<file path="src/lvpw_pkg.sv">
// Constants, register map and helpers for the low-voltage and wakeup control
package lvpw_pkg;

    // ********************************************************************
    // Register bus geometry
    // ********************************************************************
    localparam int         ADDR_W = 8;
    localparam int         DATA_W = 8;

    // ********************************************************************
    // Register offsets
    // ********************************************************************
    localparam logic [7:0] OFS_PWR_CTL_A    = 8'h00;
    localparam logic [7:0] OFS_PWR_CTL_C    = 8'h01;
    localparam logic [7:0] OFS_RESET_CAUSE  = 8'h02;
    localparam logic [7:0] OFS_PERIODIC_CTL = 8'h03;
    localparam logic [7:0] OFS_IRQ_STATUS   = 8'h04;
    localparam logic [7:0] OFS_IRQ_CLEAR    = 8'h05;
    localparam logic [7:0] OFS_IRQ_ENABLE   = 8'h06;

    // ********************************************************************
    // Field positions
    // ********************************************************************
    localparam int         A_FLAG_BIT     = 7;
    localparam int         A_ACK_BIT      = 6;
    localparam int         A_IRQ_EN_BIT   = 5;
    localparam int         A_RST_EN_BIT   = 4;
    localparam int         A_STOP_EN_BIT  = 3;
    localparam int         A_DET_EN_BIT   = 2;
    localparam int         C_WARN_BIT     = 7;
    localparam int         C_WARN_ACK_BIT = 6;
    localparam int         C_DET_TRIP_BIT = 5;
    localparam int         C_WRN_TRIP_BIT = 4;
    localparam int         RC_POR_BIT     = 7;
    localparam int         RC_LVD_BIT     = 1;
    localparam int         P_FLAG_BIT     = 7;
    localparam int         P_ACK_BIT      = 6;
    localparam int         P_CLKSEL_BIT   = 5;
    localparam int         P_IRQ_EN_BIT   = 4;
    localparam int         P_PERIOD_LSB   = 0;
    localparam int         PERIOD_W       = 3;
    localparam int         IRQ_W          = 2;
    localparam int         IRQ_DET_BIT    = 0;
    localparam int         IRQ_PER_BIT    = 1;

    // ********************************************************************
    // Values after reset
    // ********************************************************************
    localparam logic       RST_DET_EN     = 1'b1;
    localparam logic       RST_STOP_EN    = 1'b1;
    localparam logic       RST_RST_EN     = 1'b1;
    localparam logic       RST_IRQ_EN     = 1'b0;
    localparam logic       RST_DET_TRIP   = 1'b0;
    localparam logic       RST_WRN_TRIP   = 1'b0;
    localparam logic       RST_CLKSEL     = 1'b0;
    localparam logic       RST_PER_IRQ_EN = 1'b0;
    localparam logic [2:0] RST_PERIOD     = 3'h0;
    localparam logic [1:0] RST_IRQ_ENABLE = 2'h0;

    // ********************************************************************
    // Stop mode request codes and controller states
    // ********************************************************************
    localparam logic [1:0] STOP_REQ_1 = 2'h1;
    localparam logic [1:0] STOP_REQ_2 = 2'h2;
    localparam logic [1:0] STOP_REQ_3 = 2'h3;

    typedef enum logic [3:0] {
        ST_RUN   = 4'b0001,
        ST_STOP1 = 4'b0010,
        ST_STOP2 = 4'b0100,
        ST_STOP3 = 4'b1000
    } lvpw_state_t;

    // ********************************************************************
    // Wakeup period table, in ticks of the selected timer clock
    // ********************************************************************
    localparam int         CNT_W = 10;

    function automatic logic [9:0] lvpw_period_len(input logic [2:0] sel);
        logic [9:0] len;
        len = 10'h000;
        case (sel)
            3'h1: len = 10'h007;
            3'h2: len = 10'h01f;
            3'h3: len = 10'h03f;
            3'h4: len = 10'h07f;
            3'h5: len = 10'h0ff;
            3'h6: len = 10'h1ff;
            3'h7: len = 10'h3ff;
            default: len = 10'h000;
        endcase
        return len;
    endfunction

endpackage

</file>
<file path="src/lvpw_ctl.sv">
// Low-voltage protection, reset cause and periodic wakeup control block
//
// The implementer's own choices: the plain strobed port and the register offsets.
`timescale 1ns/1ps

module lvpw_ctl
    import lvpw_pkg::*;
(
    input  wire logic                  sys_clk,
    input  wire logic                  reset,
    input  wire logic                  clk_en,
    input  wire logic [ADDR_W-1:0]     reg_addr,
    input  wire logic [DATA_W-1:0]     reg_wdata,
    input  wire logic                  reg_wr,
    input  wire logic                  reg_rd,
    output logic      [DATA_W-1:0]     reg_rdata,
    input  wire logic                  por_det_raw,
    input  wire logic                  lvd_det_raw,
    input  wire logic                  lvw_det_raw,
    input  wire logic                  int_clk_1k,
    input  wire logic                  ext_osc_clk,
    input  wire logic                  wake_pin,
    input  wire logic                  other_reset,
    input  wire logic                  stop_req,
    input  wire logic [1:0]            stop_mode_req,
    output logic                       stop_refused,
    output logic                       light_stop,
    output logic                       deep_stop,
    output logic                       detector_active,
    output logic                       detect_trip_high,
    output logic                       warning_trip_high,
    output logic                       sys_reset_out,
    output logic                       irq
);

    // ********************************************************************
    // Input synchronisers
    // ********************************************************************
    localparam int SYNC_W = 6;

    logic [SYNC_W-1:0] sync1_q;
    logic [SYNC_W-1:0] sync2_q;
    logic [1:0]        clk_prev_q;
    logic              por_s;
    logic              lvd_s;
    logic              lvw_s;
    logic              wake_s;
    logic              int_tick;
    logic              ext_tick;

    // Two stages for every pin-level input, plus edge history of clocks
    always_ff @(posedge sys_clk) begin
        if (reset) begin
            sync1_q    <= '0;
            sync2_q    <= '0;
            clk_prev_q <= '0;
        end else if (clk_en) begin
            sync1_q    <= {wake_pin, ext_osc_clk, int_clk_1k,
                           lvw_det_raw, lvd_det_raw, por_det_raw};
            sync2_q    <= sync1_q;
            clk_prev_q <= sync2_q[4:3];
        end
    end

    // Synchronised levels and clock-edge ticks
    assign por_s    = sync2_q[0];
    assign lvd_s    = sync2_q[1];
    assign lvw_s    = sync2_q[2];
    assign int_tick = sync2_q[3] & ~clk_prev_q[0];
    assign ext_tick = sync2_q[4] & ~clk_prev_q[1];
    assign wake_s   = sync2_q[5];

    // ********************************************************************
    // Control and status registers
    // ********************************************************************
    logic             det_en_q,   det_en_d;
    logic             stop_en_q,  stop_en_d;
    logic             rst_en_q,   rst_en_d;
    logic             det_ie_q,   det_ie_d;
    logic             det_flag_q, det_flag_d;
    logic             det_trip_q, det_trip_d;
    logic             wrn_trip_q, wrn_trip_d;
    logic             warn_q,     warn_d;
    logic             por_c_q,    por_c_d;
    logic             lvd_c_q,    lvd_c_d;
    logic             clksel_q,   clksel_d;
    logic             per_ie_q,   per_ie_d;
    logic             per_flag_q, per_flag_d;
    logic [2:0]       period_q,   period_d;
    logic [1:0]       irq_st_q,   irq_st_d;
    logic [1:0]       irq_en_q,   irq_en_d;
    logic [7:0]       rdata_q,    rdata_d;
    logic             hold_q,     hold_d;
    lvpw_state_t      state_q,    state_d;
    logic             refused_q,  refused_d;
    logic             in_stop;
    logic             in_deep;
    logic             det_on;
    logic             det_event;
    logic             lvd_trip;
    logic             per_tick;
    logic             per_expire;
    logic             wr_a;
    logic             wr_c;
    logic             wr_p;
    logic             rst_all;

    // Power-on detection resets the control and status registers and the timer, not the stop state
    assign rst_all   = reset | por_s;
    assign in_stop   = (state_q != ST_RUN);
    assign in_deep   = (state_q == ST_STOP1) | (state_q == ST_STOP2);
    assign det_on    = det_en_q & (~in_stop | stop_en_q);
    assign lvd_trip  = det_on & rst_en_q & lvd_s;
    assign det_event = det_on & det_ie_q & ~rst_en_q & lvd_s;
    assign wr_a      = reg_wr & (reg_addr == OFS_PWR_CTL_A);
    assign wr_c      = reg_wr & (reg_addr == OFS_PWR_CTL_C);
    assign wr_p      = reg_wr & (reg_addr == OFS_PERIODIC_CTL);

    // Next values for registers; hardware sets win over software clears
    always_comb begin
        det_en_d   = det_en_q;
        stop_en_d  = stop_en_q;
        rst_en_d   = rst_en_q;
        det_ie_d   = det_ie_q;
        det_trip_d = det_trip_q;
        wrn_trip_d = wrn_trip_q;
        clksel_d   = clksel_q;
        per_ie_d   = per_ie_q;
        period_d   = period_q;
        irq_en_d   = irq_en_q;
        det_flag_d = det_flag_q;
        warn_d     = warn_q;
        per_flag_d = per_flag_q;
        irq_st_d   = irq_st_q;
        por_c_d    = por_c_q;
        lvd_c_d    = lvd_c_q;
        if (wr_a) begin
            det_en_d  = reg_wdata[A_DET_EN_BIT];
            stop_en_d = reg_wdata[A_STOP_EN_BIT];
            rst_en_d  = reg_wdata[A_RST_EN_BIT];
            det_ie_d  = reg_wdata[A_IRQ_EN_BIT];
            if (reg_wdata[A_ACK_BIT]) begin
                det_flag_d = 1'b0;
            end
        end
        if (wr_c) begin
            det_trip_d = reg_wdata[C_DET_TRIP_BIT];
            wrn_trip_d = reg_wdata[C_WRN_TRIP_BIT];
            if (reg_wdata[C_WARN_ACK_BIT]) begin
                warn_d = 1'b0;
            end
        end
        if (wr_p) begin
            clksel_d = reg_wdata[P_CLKSEL_BIT];
            per_ie_d = reg_wdata[P_IRQ_EN_BIT];
            period_d = reg_wdata[P_PERIOD_LSB +: PERIOD_W];
            if (reg_wdata[P_ACK_BIT]) begin
                per_flag_d = 1'b0;
            end
        end
        if (reg_wr && reg_addr == OFS_IRQ_ENABLE) begin
            irq_en_d = reg_wdata[IRQ_W-1:0];
        end
        if (reg_wr && reg_addr == OFS_IRQ_CLEAR) begin
            irq_st_d = irq_st_q & ~reg_wdata[IRQ_W-1:0];
        end
        if (other_reset) begin
            por_c_d = 1'b0;
            lvd_c_d = 1'b0;
        end
        // Hardware events
        if (det_event) begin
            det_flag_d            = 1'b1;
            irq_st_d[IRQ_DET_BIT] = 1'b1;
        end
        if (det_on && lvw_s) begin
            warn_d = 1'b1;
        end
        if (per_expire) begin
            per_flag_d            = 1'b1;
            irq_st_d[IRQ_PER_BIT] = 1'b1;
        end
        if (lvd_trip) begin
            lvd_c_d = 1'b1;
        end
        // While reset is held, flags of the running system are cleared
        if (hold_q) begin
            det_flag_d = 1'b0;
            warn_d     = 1'b0;
            per_flag_d = 1'b0;
            irq_st_d   = '0;
        end
    end

    // Register the control and status bits
    always_ff @(posedge sys_clk) begin
        if (rst_all) begin
            det_en_q   <= RST_DET_EN;
            stop_en_q  <= RST_STOP_EN;
            rst_en_q   <= RST_RST_EN;
            det_ie_q   <= RST_IRQ_EN;
            det_trip_q <= RST_DET_TRIP;
            wrn_trip_q <= RST_WRN_TRIP;
            clksel_q   <= RST_CLKSEL;
            per_ie_q   <= RST_PER_IRQ_EN;
            period_q   <= RST_PERIOD;
            irq_en_q   <= RST_IRQ_ENABLE;
            det_flag_q <= 1'b0;
            warn_q     <= 1'b0;
            per_flag_q <= 1'b0;
            irq_st_q   <= '0;
            por_c_q    <= 1'b1;
            lvd_c_q    <= 1'b1;
        end else if (clk_en) begin
            det_en_q   <= det_en_d;
            stop_en_q  <= stop_en_d;
            rst_en_q   <= rst_en_d;
            det_ie_q   <= det_ie_d;
            det_trip_q <= det_trip_d;
            wrn_trip_q <= wrn_trip_d;
            clksel_q   <= clksel_d;
            per_ie_q   <= per_ie_d;
            period_q   <= period_d;
            irq_en_q   <= irq_en_d;
            det_flag_q <= det_flag_d;
            warn_q     <= warn_d;
            per_flag_q <= per_flag_d;
            irq_st_q   <= irq_st_d;
            por_c_q    <= por_c_d;
            lvd_c_q    <= lvd_c_d;
        end
    end

    // ********************************************************************
    // Read port
    // ********************************************************************

    // Read data is registered; write-only bits and unmapped offsets read 0
    always_comb begin
        rdata_d = 8'h00;
        if (reg_rd) begin
            unique case (reg_addr)
                OFS_PWR_CTL_A: begin
                    rdata_d[A_FLAG_BIT]    = det_flag_q;
                    rdata_d[A_IRQ_EN_BIT]  = det_ie_q;
                    rdata_d[A_RST_EN_BIT]  = rst_en_q;
                    rdata_d[A_STOP_EN_BIT] = stop_en_q;
                    rdata_d[A_DET_EN_BIT]  = det_en_q;
                end
                OFS_PWR_CTL_C: begin
                    rdata_d[C_WARN_BIT]     = warn_q;
                    rdata_d[C_DET_TRIP_BIT] = det_trip_q;
                    rdata_d[C_WRN_TRIP_BIT] = wrn_trip_q;
                end
                OFS_RESET_CAUSE: begin
                    rdata_d[RC_POR_BIT] = por_c_q;
                    rdata_d[RC_LVD_BIT] = lvd_c_q;
                end
                OFS_PERIODIC_CTL: begin
                    rdata_d[P_FLAG_BIT]   = per_flag_q;
                    rdata_d[P_CLKSEL_BIT] = clksel_q;
                    rdata_d[P_IRQ_EN_BIT] = per_ie_q;
                    rdata_d[P_PERIOD_LSB +: PERIOD_W] = period_q;
                end
                OFS_IRQ_STATUS: rdata_d[IRQ_W-1:0] = irq_st_q;
                OFS_IRQ_ENABLE: rdata_d[IRQ_W-1:0] = irq_en_q;
                default:        rdata_d = 8'h00;
            endcase
        end
    end

    // ********************************************************************
    // Reset hold and stop mode controller
    // ********************************************************************

    // Hold reset from power-on or detector trip until the supply recovers
    always_comb begin
        hold_d = hold_q;
        if (por_s || lvd_trip) begin
            hold_d = 1'b1;
        end else if (!lvd_s) begin
            hold_d = 1'b0;
        end
    end

    // Stop entry, refusal of deep stops and wakeup
    always_comb begin
        state_d   = state_q;
        refused_d = 1'b0;
        unique case (state_q)
            ST_RUN: begin
                if (stop_req && !hold_q) begin
                    if (stop_mode_req == STOP_REQ_3) begin
                        state_d = ST_STOP3;
                    end else if (det_en_q && stop_en_q) begin
                        refused_d = 1'b1;
                    end else if (stop_mode_req == STOP_REQ_2) begin
                        state_d = ST_STOP2;
                    end else if (stop_mode_req == STOP_REQ_1) begin
                        state_d = ST_STOP1;
                    end
                end
            end
            ST_STOP1, ST_STOP2, ST_STOP3: begin
                if (wake_s || hold_q || (per_expire && per_ie_q) ||
                    (det_event && state_q == ST_STOP3)) begin
                    state_d = ST_RUN;
                end
            end
            default: state_d = ST_RUN;
        endcase
    end

    // Register hold, state and read data
    always_ff @(posedge sys_clk) begin
        if (reset) begin
            hold_q    <= 1'b1;
            state_q   <= ST_RUN;
            refused_q <= 1'b0;
            rdata_q   <= 8'h00;
        end else if (clk_en) begin
            hold_q    <= hold_d;
            state_q   <= state_d;
            refused_q <= refused_d;
            rdata_q   <= rdata_d;
        end
    end

    // ********************************************************************
    // Periodic wakeup timer
    // ********************************************************************

    // External ticks are blocked in deep stop, internal ticks always pass
    assign per_tick = clksel_q ? (ext_tick & ~in_deep)
                               : int_tick;

    lvpw_period_timer u_timer (
        .sys_clk    (sys_clk),
        .reset      (rst_all),
        .clk_en     (clk_en),
        .clear      (hold_q),
        .tick       (per_tick),
        .period_sel (period_q),
        .expire     (per_expire)
    );

    // ********************************************************************
    // Outputs
    // ********************************************************************

    // Analog controls come from registers; reset also has a raw stop path
    assign detector_active   = det_on | hold_q;
    assign detect_trip_high  = det_trip_q;
    assign warning_trip_high = wrn_trip_q;
    assign sys_reset_out     = hold_q | por_det_raw |
                               (in_stop & det_on & rst_en_q & lvd_det_raw);
    assign irq = |(irq_st_q & irq_en_q & {per_ie_q, det_ie_q});
    assign reg_rdata    = rdata_q;
    assign stop_refused = refused_q;
    assign light_stop   = (state_q == ST_STOP3);
    assign deep_stop    = in_deep;

endmodule

</file>
<file path="src/lvpw_period_timer.sv">
// Periodic wakeup counter that expires one tick after reaching the selected terminal value
`timescale 1ns/1ps
module lvpw_period_timer
    import lvpw_pkg::*;
(
    input  wire logic                  sys_clk,
    input  wire logic                  reset,
    input  wire logic                  clk_en,
    input  wire logic                  clear,
    input  wire logic                  tick,
    input  wire logic [PERIOD_W-1:0]   period_sel,
    output logic                       expire
);

    // ********************************************************************
    // Tick counter
    // ********************************************************************
    logic [CNT_W-1:0] count_q;
    logic [CNT_W-1:0] count_d;
    logic             expire_q;
    logic             expire_d;

    // Count ticks, wrap on the terminal value, idle while period is zero
    always_comb begin
        count_d  = count_q;
        expire_d = 1'b0;
        if (clear || period_sel == 3'h0) begin
            count_d = '0;
        end else if (tick) begin
            if (count_q >= lvpw_period_len(period_sel)) begin
                count_d  = '0;
                expire_d = 1'b1;
            end else begin
                count_d = count_q + 10'h001;
            end
        end
    end

    // Register the counter and the expiry pulse
    always_ff @(posedge sys_clk) begin
        if (reset) begin
            count_q  <= '0;
            expire_q <= 1'b0;
        end else if (clk_en) begin
            count_q  <= count_d;
            expire_q <= expire_d;
        end
    end

    assign expire = expire_q;

endmodule

</file>
<file path="config.mk">
export PLATFORM = sky130hd
export DESIGN_NAME = lvpw_ctl
export DESIGN_NICKNAME = d
export VERILOG_FILES = /design/src/lvpw_pkg.sv /design/src/lvpw_ctl.sv /design/src/lvpw_period_timer.sv
export SDC_FILE = /design/constraint.sdc
export NUM_CORES = 1
export LEC_CHECK = 0
export BUFFER_PORTS_ARGS = -buffer_cell sky130_fd_sc_hd__buf_2
export CAP_MARGIN = 40
export CORE_ASPECT_RATIO = 0.6
export CORE_MARGIN = 10
export CORE_UTILIZATION = 56
export CTS_CLUSTER_SIZE = 14
export DETAILED_ROUTE_END_ITERATION = 8
export GPL_TIMING_DRIVEN = 0
export PLACE_DENSITY = 0.91
export SETUP_SLACK_MARGIN = 0.1
export SLEW_MARGIN = 15
export SYNTH_ARGS = -nofsm -noshare
export SYNTH_HDL_FRONTEND = slang
export SYNTH_HIERARCHICAL = 1
export SYNTH_SLANG_ARGS = --single-unit
</file>
<file path="constraint.sdc">
create_clock -name sys_clk -period 3.09 [get_ports sys_clk]
set_clock_uncertainty 0.15 [all_clocks]
set_input_delay 0.7725 -clock sys_clk [delete_from_list [all_inputs] [get_ports sys_clk]]
set_output_delay 0.7725 -clock sys_clk [all_outputs]
set_load 0.005 [all_outputs]
</file>
==> flow_summary_export.csv <==
group,metric,value,unit
worst_setup_path,r2r_end,"u_timer/count_q[6]",
logic_synthesis,ys_types,63,
detailed_routing,wl_per_cell,17.37,um
detailed_routing,ant_nets,0,
place,port_buffers,42,
floorplanning,die_height,76.83,um
logic_synthesis,synthArstFlopShare,0,%
cells_and_area,finalNetCount,442,
timing,fin_setup_tns,0,ns
cells_and_area,drive_gt1_share,18.27,%
clock_network,clkSinkCount,58,
global_route,grt_util_met3,9.479,%
worst_setup_path,worst-setup-path-type,"reg -> out",
worst_setup_path,crit_fanout,5,
timing,slew_headroom,48.70,%
logic_synthesis,yosys_warnings,6,
cells_and_area,antenna_cells,0,
logic_synthesis,syn_avg_cell_area,8.686,um^2
timing,rsz0062_at_grt,"no",
worst_setup_path,critPathLaunchType,"flop",
worst_setup_path,reg2reg_slack,0.65,ns
detailed_routing,vias,2865,
floorplanning,start_util,58.76,%
detailed_routing,post-route-drc-count,0,
clock_network,cts_htree_levels,3,
logic_synthesis,syn_inst,347,
global_route,grt_pass1_wl,13280,um
clock_network,post_cts_resized,0,
detailed_routing,via_per_inst,6.083,
clock_network,post_cts_buffers,0,
hold_path,hold_start,"por_c_q",
clock_network,cts_made_buffers,9,
hold_path,worstHoldEndpoint,"por_c_q",
clock_network,clk_latency,0.34,ns
cells_and_area,fin_area,0.003505,mm^2
logic_synthesis,synth-seq-area-share,38.52,%
worst_setup_path,reg2reg_from,"period_q[2]",
cells_and_area,final_common_cell,"dfxtp_1",
detailed_routing,finalWirelength,8182,um
cells_and_area,fillers,417,
timing,worst_pin_slew,0.7695,ns
clock_network,cts_buffer_depth,2,
clock_network,holdBufCountCts,0,
place,place_congestion,0.9870,
clock_network,clk_pin_slew,0.06,ns
floorplanning,core_area,0.005130,mm^2
logic_synthesis,syn_area,0.003014,mm^2
power,ir_drop,339.7,uV
worst_setup_path,reg2reg_depth,8,
cells_and_area,multiInputGateArea,0.001729,mm^2
detailed_routing,dr.first_iter.drc_count,254,
status,status,"finished, final reports clean",
timing,worst_hold_slack,0.3094,ns
worst_setup_path,required,2.17,ns
global_route,gr-usage-met1,24.20,%
power,p_leak,1.431,nW
floorplanning,placementRows,20,
logic_synthesis,synth-edff-count,0,
timing,final-hold-violation-count,0,
worst_setup_path,cp.arrival,1.91,ns
clock_network,cts_tree,"yes",
floorplanning,ioPinCount,47,
detailed_routing,first_pass_iters,5,
global_route,grt_usage,18.46,%
timing,period_share,91.66,%
hold_path,hold_depth,2,
cells_and_area,syn2layout_area_growth,16.27,%
global_route,busiest_layer,"met2",
worst_setup_path,cp-end-kind,"primary output",
floorplanning,die-width,114.7,um
cells_and_area,final_cell_mix,"58 x dfxtp_1, 53 x nor2_1, 45 x buf_2, 28 x mux2i_1, 24 x nand2_1",
logic_synthesis,syn_nets,389,
run,maxCapViolCount,0,
global_route,grt_antenna_before_repair,0,
clock_network,cts_root_buffer,"clkbuf_8",
timing,layout_min_cycle_time,2.832,ns
logic_synthesis,synth-main-ff-cell,"dfxtp_1",
logic_synthesis,synth-seq-cells,58,
floorplanning,die-area,0.008814,mm^2
hold_path,min_path_type,"reg -> reg",
timing,setup_viol,0,
global_route,grt_max_degree,16,
place,placed_cell_area,0.003307,mm^2
timing,slew_violations,0,
global_route,gr-usage-met2,25.93,%
place,dp_hpwl,6214,um
global_route,grt_pass1_vias,2722,
timing,fmax,353.1,MHz
global_route,grt-ovfl-total,0,
power,power_density,472.0,mW/mm^2
cells_and_area,regArea,0.001161,mm^2
-- metrics by stage --
| step | power, W | util [%] | setup slack, ns | std cells |
|---|---|---|---|---|
| after floorplan | 0.0009001 | - | 0.5901 | 347 |
| after global placement | 0.0009535 | 64.46 | 0.04014 | 455 |
| after detailed placement | 0.0009591 | 64.46 | 0.02671 | 455 |
| after CTS | 0.001655 | 68.32 | 0.2896 | 471 |
| after global routing | 0.001717 | 68.32 | 0.1464 | 471 |
| final | 0.001654 | 68.32 | 0.2578 | 471 |
-- registers in the layout (all words and copies together) (netlist names), 3 cells and up --
register         flops
period_q             3
reg_rdata            7
state_q              4
sync1_q              6
sync2_q              6
u_timer/count_q     10
-- worst max-delay path by stage --
stage / end / slack (ns) / cells past startpoint / startpoint
6_report: sys_reset_out / 0.26 / 5 / state_q[1]
5_1_grt: u_timer/count_q[6] / 0.15 / 8 / reset
3_5_place_dp: u_timer/count_q[6] / 0.03 / 8 / reset
2_1_floorplan: u_timer/count_q[9] / 0.59 / 8 / reset
4_1_cts: sys_reset_out / 0.29 / 5 / state_q[1]
3_3_place_gp: u_timer/count_q[0] / 0.04 / 8 / reset
-- cells by family (layout without fill, tap and decap cells) --
group           Yosys count  after routing  synth area share (%)
compound gates           70             70                 15.73
other cells               1              1                0.1244
xor+xnor                  9              9                 2.615
mux                      30             30                 10.42
flops                    58             58                 38.52
simple gates            138            138                 23.91
buf+inv                  30             88                 4.109
fa+ha+maj                11             11                 4.566
-- critical path, cell delays in order (launching register included) --
cell     delay (ns)
dfxtp_1        0.36
nor4b_2        0.48
o21a_1         0.24
and2_1         0.19
a311o_1        0.18
buf_2          0.11
-- routing by layer --
layer  vias up  routed length [um]
met5         -                   0
met4         0                  87
met3        14                1002
met2       162                3485
met1      1327                3608
li1       1362                   -
-- power breakdown --
group	total [W]	internal (W)	switching [W]
sequential	0.000781	0.000765	0.0000161
clock	0.000705	0.000416	0.000289
combinational	0.000168	0.0000656	0.000102
total	0.00165	0.00125	0.000408
-- layout make-up --
class                   instances  area share [%]
plain buffers                  17           2.142
clock buffers                  14           4.641
clock inverters                 2          0.9996
inverters                      13           1.392
multi-input cells             259           49.34
flip-flops and latches         58           33.13
well taps                      66           2.356
repair buffers                 42           5.998
-- cells in the mapped netlist (7+ instances only) --
master	count	area (um^2)
ha_1	11	137.6
a21oi_1	18	90.09
nor2_1	53	198.9
inv_1	11	41.29
dfxtp_1	58	1161
nor3_1	8	40.04
o21ai_0	11	55.05
nand2_1	24	90.09
xnor2_1	7	61.31
mux2i_1	28	280.3
nand3_1	13	65.06
clkbuf_1	11	41.29
Note: power is estimated with default switching activity, not from simulation.
